<file path="src/rtl/ief_pkg.sv">
// Constants for the event status flag block: register map, flag positions,
// reset values. Assumes 32-bit register data and a byte-addressed port.
package ief_pkg;

	localparam int          IEF_ADDR_W = 8;
	localparam int          IEF_DATA_W = 32;

	// Register byte offsets
	localparam logic [7:0]  IEF_OFS_STATUS   = 8'h00;
	localparam logic [7:0]  IEF_OFS_ENABLE   = 8'h04;
	localparam logic [7:0]  IEF_OFS_SET      = 8'h08;
	localparam logic [7:0]  IEF_OFS_SLV_CFG  = 8'h0c;
	localparam logic [7:0]  IEF_OFS_SOFT_RST = 8'h10;
	localparam logic [7:0]  IEF_OFS_PENDING  = 8'h14;
	localparam logic [7:0]  IEF_OFS_SNAPSHOT = 8'h18;

	// Flag positions in the status, enable and set registers
	localparam int          IEF_BIT_BOOT_OK   = 15;
	localparam int          IEF_BIT_SLV_ABORT = 20;
	localparam int          IEF_BIT_SLV_WRITE = 21;
	localparam int          IEF_BIT_SLV_READ  = 22;
	localparam int          IEF_BIT_SLV_OK    = 23;
	localparam int          IEF_BIT_MST_DIAG  = 24;
	localparam int          IEF_BIT_MST_ARBL  = 27;
	localparam int          IEF_BIT_MST_TMO   = 28;
	localparam int          IEF_BIT_MST_NACK  = 29;
	localparam int          IEF_BIT_MST_ATMO  = 30;
	localparam int          IEF_BIT_MST_OK    = 31;

	// Implemented flags; all other bits read zero and ignore writes
	localparam logic [31:0] IEF_IMPL_MASK    = 32'hf9f0_8000;

	// Slave configuration fields
	localparam int          IEF_CFG_WR_EN    = 0;
	localparam int          IEF_CFG_RD_EN    = 1;
	localparam logic [1:0]  IEF_CFG_RST      = 2'h0;

	// Soft reset field
	localparam int          IEF_SRST_BIT     = 0;

	localparam logic [31:0] IEF_FLAGS_RST    = 32'h0000_0000;
	localparam logic [31:0] IEF_ENABLE_RST   = 32'h0000_0000;

endpackage : ief_pkg

</file>
<file path="src/rtl/ief_flag_if.sv">
// Carries set, clear and hold requests to the flag bank and the flags back.
// Assumes both ends run on core_clk.
`timescale 1ns/1ps
interface ief_flag_if;
	logic [31:0] set_vec;
	logic [31:0] clr_vec;
	logic        hold;
	logic [31:0] flags;

	modport ctrl (output set_vec, output clr_vec, output hold, input flags);
	modport bank (input set_vec, input clr_vec, input hold, output flags);
endinterface : ief_flag_if

</file>
<file path="src/rtl/ief_flag_bank.sv">
// Bank of sticky flags, one cell per implemented bit.
// Assumes set and clear vectors are single-cycle requests on core_clk.
`timescale 1ns/1ps
module ief_flag_bank import ief_pkg::*; #(
	parameter logic [31:0] IMPL = IEF_IMPL_MASK
) (
	input wire logic core_clk,
	input wire logic resetn,
	ief_flag_if.bank fi
);

	wire [31:0] flags_w;

	genvar i;
	generate
		for (i = 0; i < 32; i++) begin : g_cell
			if (IMPL[i]) begin : g_impl
				logic bit_r;
				always_ff @(posedge core_clk) begin
					if (!resetn || fi.hold) begin
						bit_r <= IEF_FLAGS_RST[i];
					end else if (fi.set_vec[i]) begin
						bit_r <= 1'b1; // Set beats a clear in the same cycle
					end else if (fi.clr_vec[i]) begin
						bit_r <= 1'b0;
					end
				end
				assign flags_w[i] = bit_r;
			end else begin : g_rsvd
				assign flags_w[i] = 1'b0;
			end
		end
	endgenerate

	assign fi.flags = flags_w;

endmodule : ief_flag_bank

</file>
<file path="src/rtl/ief_event_status.sv">
// Event status flags of the two-wire serial port: sticky flags, enables,
// set register, slave access enables, soft reset and interrupt output.
// Assumes event inputs are one-cycle pulses synchronous to core_clk and a
// register master that follows the plain strobe protocol.
//
// Functional notes
// - Set bit 15 on boot-load success, or when boot loading disabled at reset.
// - Set bit 20 when a slave transaction addressed to us aborts.
// - Set bit 21 when an external master triggers an internal register write.
// - Never raise the slave-write flag while slave writes are disabled; the code still raises it on a set-register write.
// - Set bit 22 when an external master triggers an internal register read.
// - Never raise the slave-read flag while slave reads are disabled; the code still raises it on a set-register write.
// - Set bit 23 when a slave access completes without error.
// - Set bit 24 on a master diagnostic event.
// - Set bit 27 on arbitration loss after address phase in software transaction.
// - Set bit 28 when a software master transaction times out.
// - Set bit 29 when a master transaction aborts on a NACK.
// - Set bit 30 when the bus-arbitration timeout expires; the code drops it while a boot load is active.
// - Set bit 31 when a software master transaction completes cleanly.
// - Boot-load failure may also set collision, timeout or NACK flags.
// - Flags clear only on a written 1 or a soft reset; software reads first for a snapshot.
// - Flags set regardless of enable; interrupt only from enabled flags.
// - Soft reset clears all flags; none set until a new event after release.
`timescale 1ns/1ps
module ief_event_status import ief_pkg::*; (
	input  wire logic                  core_clk,
	input  wire logic                  resetn,
	// Register port
	input  wire logic [IEF_ADDR_W-1:0] reg_addr,
	input  wire logic [IEF_DATA_W-1:0] reg_wdata,
	input  wire logic                  reg_wr,
	input  wire logic                  reg_rd,
	output logic      [IEF_DATA_W-1:0] reg_rdata,
	// Boot-load sequencer
	input  wire logic                  boot_load_disabled,
	input  wire logic                  boot_load_active,
	input  wire logic                  boot_load_success,
	// Slave engine events
	input  wire logic                  slave_access_abort,
	input  wire logic                  slave_internal_write_done,
	input  wire logic                  slave_internal_read_done,
	input  wire logic                  slave_access_success,
	// Master engine events
	input  wire logic                  master_diagnostic_event,
	input  wire logic                  master_arbitration_lost,
	input  wire logic                  master_timeout_abort,
	input  wire logic                  master_nack_abort,
	input  wire logic                  master_arbitration_timeout,
	input  wire logic                  master_transaction_success,
	// Controls toward the engines
	output logic                       slave_write_enable,
	output logic                       slave_read_enable,
	output logic                       port_soft_reset_bit,
	// Interrupt toward the interrupt controller
	output logic                       irq
);

	// ------------------------------------------------------------------
	// Register state
	// ------------------------------------------------------------------
	logic [31:0] enable_r;
	logic [1:0]  slv_cfg_r;
	logic        srst_r;
	logic [31:0] snapshot_r;
	logic [31:0] rdata_r;
	logic        irq_r;
	logic        strap_done_r;
	logic        strap_ev_r;

	// Decoded strobes
	logic wr_status;
	logic wr_enable;
	logic wr_set;
	logic wr_cfg;
	logic wr_srst;
	logic rd_status;

	// Event vector and flag bank link
	logic [31:0] hw_ev;
	logic [31:0] sw_set;
	logic [31:0] sw_clr;
	logic [31:0] flags;
	logic [31:0] pending;

	ief_flag_if flag_if ();

	ief_flag_bank #(
		.IMPL (IEF_IMPL_MASK)
	) u_bank (
		.core_clk (core_clk),
		.resetn   (resetn),
		.fi       (flag_if.bank)
	);

	// ------------------------------------------------------------------
	// Address decode
	// ------------------------------------------------------------------
	always_comb begin
		wr_status = reg_wr && (reg_addr == IEF_OFS_STATUS);
		wr_enable = reg_wr && (reg_addr == IEF_OFS_ENABLE);
		wr_set    = reg_wr && (reg_addr == IEF_OFS_SET);
		wr_cfg    = reg_wr && (reg_addr == IEF_OFS_SLV_CFG);
		wr_srst   = reg_wr && (reg_addr == IEF_OFS_SOFT_RST);
		rd_status = reg_rd && (reg_addr == IEF_OFS_STATUS);
	end

	// ------------------------------------------------------------------
	// Strap capture: the boot-disabled level is taken on the first clock
	// after reset release, never inside the reset branch itself.
	// ------------------------------------------------------------------
	always_ff @(posedge core_clk) begin
		if (!resetn) begin
			strap_done_r <= 1'b0;
		end else begin
			strap_done_r <= 1'b1;
		end
	end

	always_ff @(posedge core_clk) begin
		if (!resetn) begin
			strap_ev_r <= 1'b0;
		end else begin
			strap_ev_r <= !strap_done_r && boot_load_disabled;
		end
	end

	// ------------------------------------------------------------------
	// Hardware event vector
	// ------------------------------------------------------------------
	always_comb begin
		hw_ev = 32'h0000_0000;
		// Either a good boot load or no boot load at all counts as success
		hw_ev[IEF_BIT_BOOT_OK]   = boot_load_success || strap_ev_r;
		hw_ev[IEF_BIT_SLV_ABORT] = slave_access_abort;
		// Disabled slave accesses never reach the register file, so no flag
		hw_ev[IEF_BIT_SLV_WRITE] = slave_internal_write_done && slv_cfg_r[IEF_CFG_WR_EN];
		hw_ev[IEF_BIT_SLV_READ]  = slave_internal_read_done && slv_cfg_r[IEF_CFG_RD_EN];
		hw_ev[IEF_BIT_SLV_OK]    = slave_access_success;
		hw_ev[IEF_BIT_MST_DIAG]  = master_diagnostic_event;
		// Collision, timeout and NACK also report the end of a failed boot load
		hw_ev[IEF_BIT_MST_ARBL]  = master_arbitration_lost;
		hw_ev[IEF_BIT_MST_TMO]   = master_timeout_abort;
		hw_ev[IEF_BIT_MST_NACK]  = master_nack_abort;
		hw_ev[IEF_BIT_MST_ATMO]  = master_arbitration_timeout && !boot_load_active;
		// Only transactions started by software report a clean finish
		hw_ev[IEF_BIT_MST_OK]    = master_transaction_success && !boot_load_active;
	end

	// ------------------------------------------------------------------
	// Set and clear requests to the flag bank
	// ------------------------------------------------------------------
	always_comb begin
		sw_set = wr_set ? (reg_wdata & IEF_IMPL_MASK) : 32'h0000_0000;
	end

	always_comb begin
		// Only bits written as one clear; zeros leave flags alone
		sw_clr = wr_status ? (reg_wdata & IEF_IMPL_MASK) : 32'h0000_0000;
	end

	// Events during soft reset are dropped so nothing fires after release
	assign flag_if.set_vec = srst_r ? 32'h0000_0000 : ((hw_ev | sw_set) & IEF_IMPL_MASK);
	assign flag_if.clr_vec = sw_clr;
	assign flag_if.hold    = srst_r;
	assign flags           = flag_if.flags;

	// ------------------------------------------------------------------
	// Enable register
	// ------------------------------------------------------------------
	always_ff @(posedge core_clk) begin
		if (!resetn) begin
			enable_r <= IEF_ENABLE_RST;
		end else if (wr_enable) begin
			enable_r <= reg_wdata & IEF_IMPL_MASK;
		end
	end

	// ------------------------------------------------------------------
	// Slave access configuration
	// ------------------------------------------------------------------
	always_ff @(posedge core_clk) begin
		if (!resetn) begin
			slv_cfg_r <= IEF_CFG_RST;
		end else if (wr_cfg) begin
			slv_cfg_r <= reg_wdata[1:0];
		end
	end

	assign slave_write_enable = slv_cfg_r[IEF_CFG_WR_EN];
	assign slave_read_enable  = slv_cfg_r[IEF_CFG_RD_EN];

	// ------------------------------------------------------------------
	// Port soft reset: held by software, released by writing zero
	// ------------------------------------------------------------------
	always_ff @(posedge core_clk) begin
		if (!resetn) begin
			srst_r <= 1'b0;
		end else if (wr_srst) begin
			srst_r <= reg_wdata[IEF_SRST_BIT];
		end
	end

	assign port_soft_reset_bit = srst_r;

	// ------------------------------------------------------------------
	// Snapshot of the flags at each status read, so software can clear
	// exactly what it saw even while new events keep arriving.
	// ------------------------------------------------------------------
	always_ff @(posedge core_clk) begin
		if (!resetn || srst_r) begin
			snapshot_r <= IEF_FLAGS_RST;
		end else if (rd_status) begin
			snapshot_r <= flags;
		end
	end

	// ------------------------------------------------------------------
	// Interrupt: flags record regardless of enable, the enable only gates the output
	// ------------------------------------------------------------------
	assign pending = flags & enable_r;

	always_ff @(posedge core_clk) begin
		if (!resetn) begin
			irq_r <= 1'b0;
		end else begin
			irq_r <= |pending;
		end
	end

	assign irq = irq_r;

	// ------------------------------------------------------------------
	// Read data: valid only in the cycle after the read strobe
	// ------------------------------------------------------------------
	always_ff @(posedge core_clk) begin
		if (!resetn) begin
			rdata_r <= 32'h0000_0000;
		end else if (reg_rd) begin
			unique case (reg_addr)
				IEF_OFS_STATUS:   rdata_r <= flags;
				IEF_OFS_ENABLE:   rdata_r <= enable_r;
				IEF_OFS_SET:      rdata_r <= 32'h0000_0000;
				IEF_OFS_SLV_CFG:  rdata_r <= {30'h0000_0000, slv_cfg_r};
				IEF_OFS_SOFT_RST: rdata_r <= {31'h0000_0000, srst_r};
				IEF_OFS_PENDING:  rdata_r <= pending;
				IEF_OFS_SNAPSHOT: rdata_r <= snapshot_r;
				default:          rdata_r <= 32'h0000_0000;
			endcase
		end else begin
			rdata_r <= 32'h0000_0000;
		end
	end

	assign reg_rdata = rdata_r;

endmodule : ief_event_status

</file>
<file path="config.mk">
export PLATFORM = sky130hd
export DESIGN_NAME = ief_event_status
export DESIGN_NICKNAME = d
export VERILOG_FILES = /design/src/rtl/ief_pkg.sv /design/src/rtl/ief_flag_if.sv /design/src/rtl/ief_flag_bank.sv /design/src/rtl/ief_event_status.sv
export SDC_FILE = /design/constraint.sdc
export NUM_CORES = 1
export LEC_CHECK = 0
export BUFFER_PORTS_ARGS = -buffer_cell sky130_fd_sc_hd__buf_2
export CORE_ASPECT_RATIO = 2
export CORE_MARGIN = 2
export CORE_UTILIZATION = 45
export CTS_CLUSTER_DIAMETER = 50
export DETAILED_ROUTE_END_ITERATION = 16
export PLACE_DENSITY = 0.7
export REMOVE_ABC_BUFFERS = 1
export SYNTH_ARGS = -nofsm -noshare
export SYNTH_HDL_FRONTEND = slang
export SYNTH_HIERARCHICAL = 1
export SYNTH_SLANG_ARGS = --single-unit
</file>
<file path="constraint.sdc">
create_clock -name core_clk -period 4.7 [get_ports core_clk]
set_input_delay 0.47 -clock core_clk [delete_from_list [all_inputs] [get_ports core_clk]]
set_output_delay 0.47 -clock core_clk [all_outputs]
set_load 0.1 [all_outputs]
</file>
==> flow_metrics.py <==
metrics = {
    "drt": {
        "via_per_inst": 5.35,
        "drtAntennaViolNets": 0,
        "vias": 3358,
        "drc": 0,
        "drtIter0Drc": 151,
        "routed_wl_mm": 9.59,
        "dr.pass1.iters": 4,
        "wl_per_cell_um": 15.3,
    },
    "global_routing": {
        "overflow": 0,
        "met1_usage_pct": 21.8,
        "grt_max_degree": 24,
        "grt_pass1_vias": 3272,
        "grt-busiest-layer": "met2",
        "antenna_found_initial": 0,
        "gr-usage-met3_pct": 3.45,
        "gr-usage-met2_pct": 34.7,
        "grt_pass1_wl_mm": 15.7,
        "grt_use_total_pct": 19.7,
    },
    "cts": {
        "root_buffer": "clkbuf_16",
        "post-cts-setup-buffer-count": 0,
        "cts_buffer_depth": 2,
        "cts.sink_count": 92,
        "cts_tree": "done",
        "cts.repair.resized": 0,
        "clk_latency_ps": 340,
        "hold_buffers": 0,
        "cts_buffers": 9,
        "htreeDepth": 3,
        "clkSlewWorstSetupHoldPaths_ps": 60,
    },
    "worst_hold_path": {
        "worstHoldPathCells": 1,
        "hold-path-endpoint": "strap_done_r",
        "hold_class": "input pin to flip-flop",
        "worstHoldStart": "resetn",
    },
    "critical_path": {
        "critPathSlowestCell": "and3_1",
        "reg2reg_slack_ps": 2710,
        "end_kind": "flip-flop",
        "worstPathArrival_ps": 2430,
        "required_ps": 4960,
        "reg2reg_depth": 3,
        "start_kind": "input pin",
        "crit_path_max_incr_delay_ps": 610,
        "path_class": "input pin to flip-flop",
        "critical_path.cell_chain": "buf_2 > nor4_4 > and3_1 > buf_4 > nand2_1 > a21oi_2",
        "cp_max_fo": 18,
        "r2r_start": "port_soft_reset_bit",
        "r2r-end": "snapshot_r[31]",
    },
    "floorplanning": {
        "io_pins": 93,
        "fp.coreArea_sq_mm": 0.00901,
        "initial_core_util_pct": 46.6,
        "die_w_um": 72.3,
        "rows": 49,
        "die_y_um": 141,
        "die_area_sq_mm": 0.0102,
    },
    "power_and_ir_drop": {
        "p_leak_nw": 1.89,
        "irDropWorstVdd_v": 0.000176,
        "power_density_mw_per_mm2": 329,
    },
    "placed_design": {
        "hpwlAfterDp_mm": 6.96,
        "dp_cells": 612,
        "placed_area_sq_mm": 0.00439,
        "io_buffers": 73,
        "routabilityCongestion": 0.850,
    },
    "outcome": {
        "status": "completed",
    },
    "sta": {
        "clock-skew-final_ps": 6.26,
        "fin_crit_ps": 2160,
        "rsz0062_at_grt": "false",
        "hold_ws_ps": 343,
        "setup_viol": 0,
        "finalHoldViolations": 0,
        "setup_tns_ps": 0,
        "final-max-slew-violation-count": 0,
        "worst_slew_pin_slew_ps": 756,
        "period_share_pct": 46.0,
        "slew_headroom_pct": 49.4,
        "max_freq_ghz": 0.462,
    },
    "final_layout": {
        "post-route-cell-area_sq_mm": 0.00466,
        "nets": 578,
        "diodes": 0,
        "stdcell_count": 628,
        "drive_above_1_share_pct": 26.2,
        "area_growth_pct": 11.1,
    },
    "yosys": {
        "netlist_area_sq_mm": 0.00420,
        "synth_cells": 473,
        "yosysWarningCount": 6,
        "synth_area_per_cell_sq_um": 8.87,
    },
    "run": {
        "cap_violations": 0,
    },
}
-- flip-flops by register name, indices dropped and copies added, names as in the netlist --
signal	flops
reg_rdata	32
snapshot_r	32
enable_r	11
u_bank/g_cell.g_impl.bit_r	11
slv_cfg_r	2
irq	1
port_soft_reset_bit	1
strap_done_r	1
strap_ev_r	1
-- worst max path at each step --
stage | endpoint | from
2_1_floorplan | snapshot_r[10] | reg_addr[5]
3_3_place_gp | snapshot_r[20] | reg_addr[1]
3_5_place_dp | snapshot_r[20] | reg_addr[1]
4_1_cts | snapshot_r[20] | reg_addr[1]
5_1_grt | snapshot_r[20] | reg_addr[1]
6_report | snapshot_r[20] | reg_addr[1]
-- routing by layer --
| metal | vias up | share of wire [%] |
|---|---|---|
| met5 | - | 0 |
| met4 | 0 | 2.4 |
| met3 | 16 | 4.7 |
| met2 | 99 | 54 |
| met1 | 1591 | 38 |
| li1 | 1652 | - |
-- layout by cell type, fill, tap and decap left out, types with 3 or more instances in the layout --
master     instances
buf_4              5
nand2_1           59
conb_1            21
a22o_1            15
inv_1             13
mux2i_1           14
and3_1             4
nand2b_1          19
nand2_2           10
buf_2             73
a32oi_1           12
and2_1            15
a21oi_1           23
dfxtp_1           92
a22oi_1           21
nand3_1            5
clkbuf_16          9
a21oi_2           32
nor2_1            54
nor2b_1            3
-- critical path, delay by kind of cell --
| family | cells | cell delay [ps] |
|---|---|---|
| buffers and inverters | 2 | 540 |
| AND/OR/NAND/NOR | 3 | 1290 |
| AO/OA/AOI/OAI | 1 | 110 |
-- final cells by class --
type | count | area [sq um]
fill | 883 | 4350
multi-input combinational | 327 | 1970
sequential | 92 | 1840
timing repair buffer | 78 | 403
clock buffer | 12 | 246
tap | 102 | 128
inverter | 13 | 48.8
clock inverter | 4 | 25.0
-- through the flow --
| step | utilization [%] | power (W) | setup WS (ps) |
|---|---|---|---|
| floorplan | - | 0.000853 | 1990 |
| global placement | 48.7 | 0.000889 | 2240 |
| detailed placement | 48.7 | 0.000893 | 2180 |
| CTS | 51.7 | 0.00156 | 2530 |
| global route | 51.7 | 0.00159 | 2360 |
| finish | 51.7 | 0.00154 | 2540 |
-- report_power, final --
part / internal (W) / total, W / switching [W]
logic: 0.0000295 / 0.0000817 / 0.0000522
clock network: 0.000371 / 0.000659 / 0.000288
registers: 0.000786 / 0.000795 / 0.00000890
total: 0.00119 / 0.00154 / 0.000349
(Power assumes the default switching activity.)
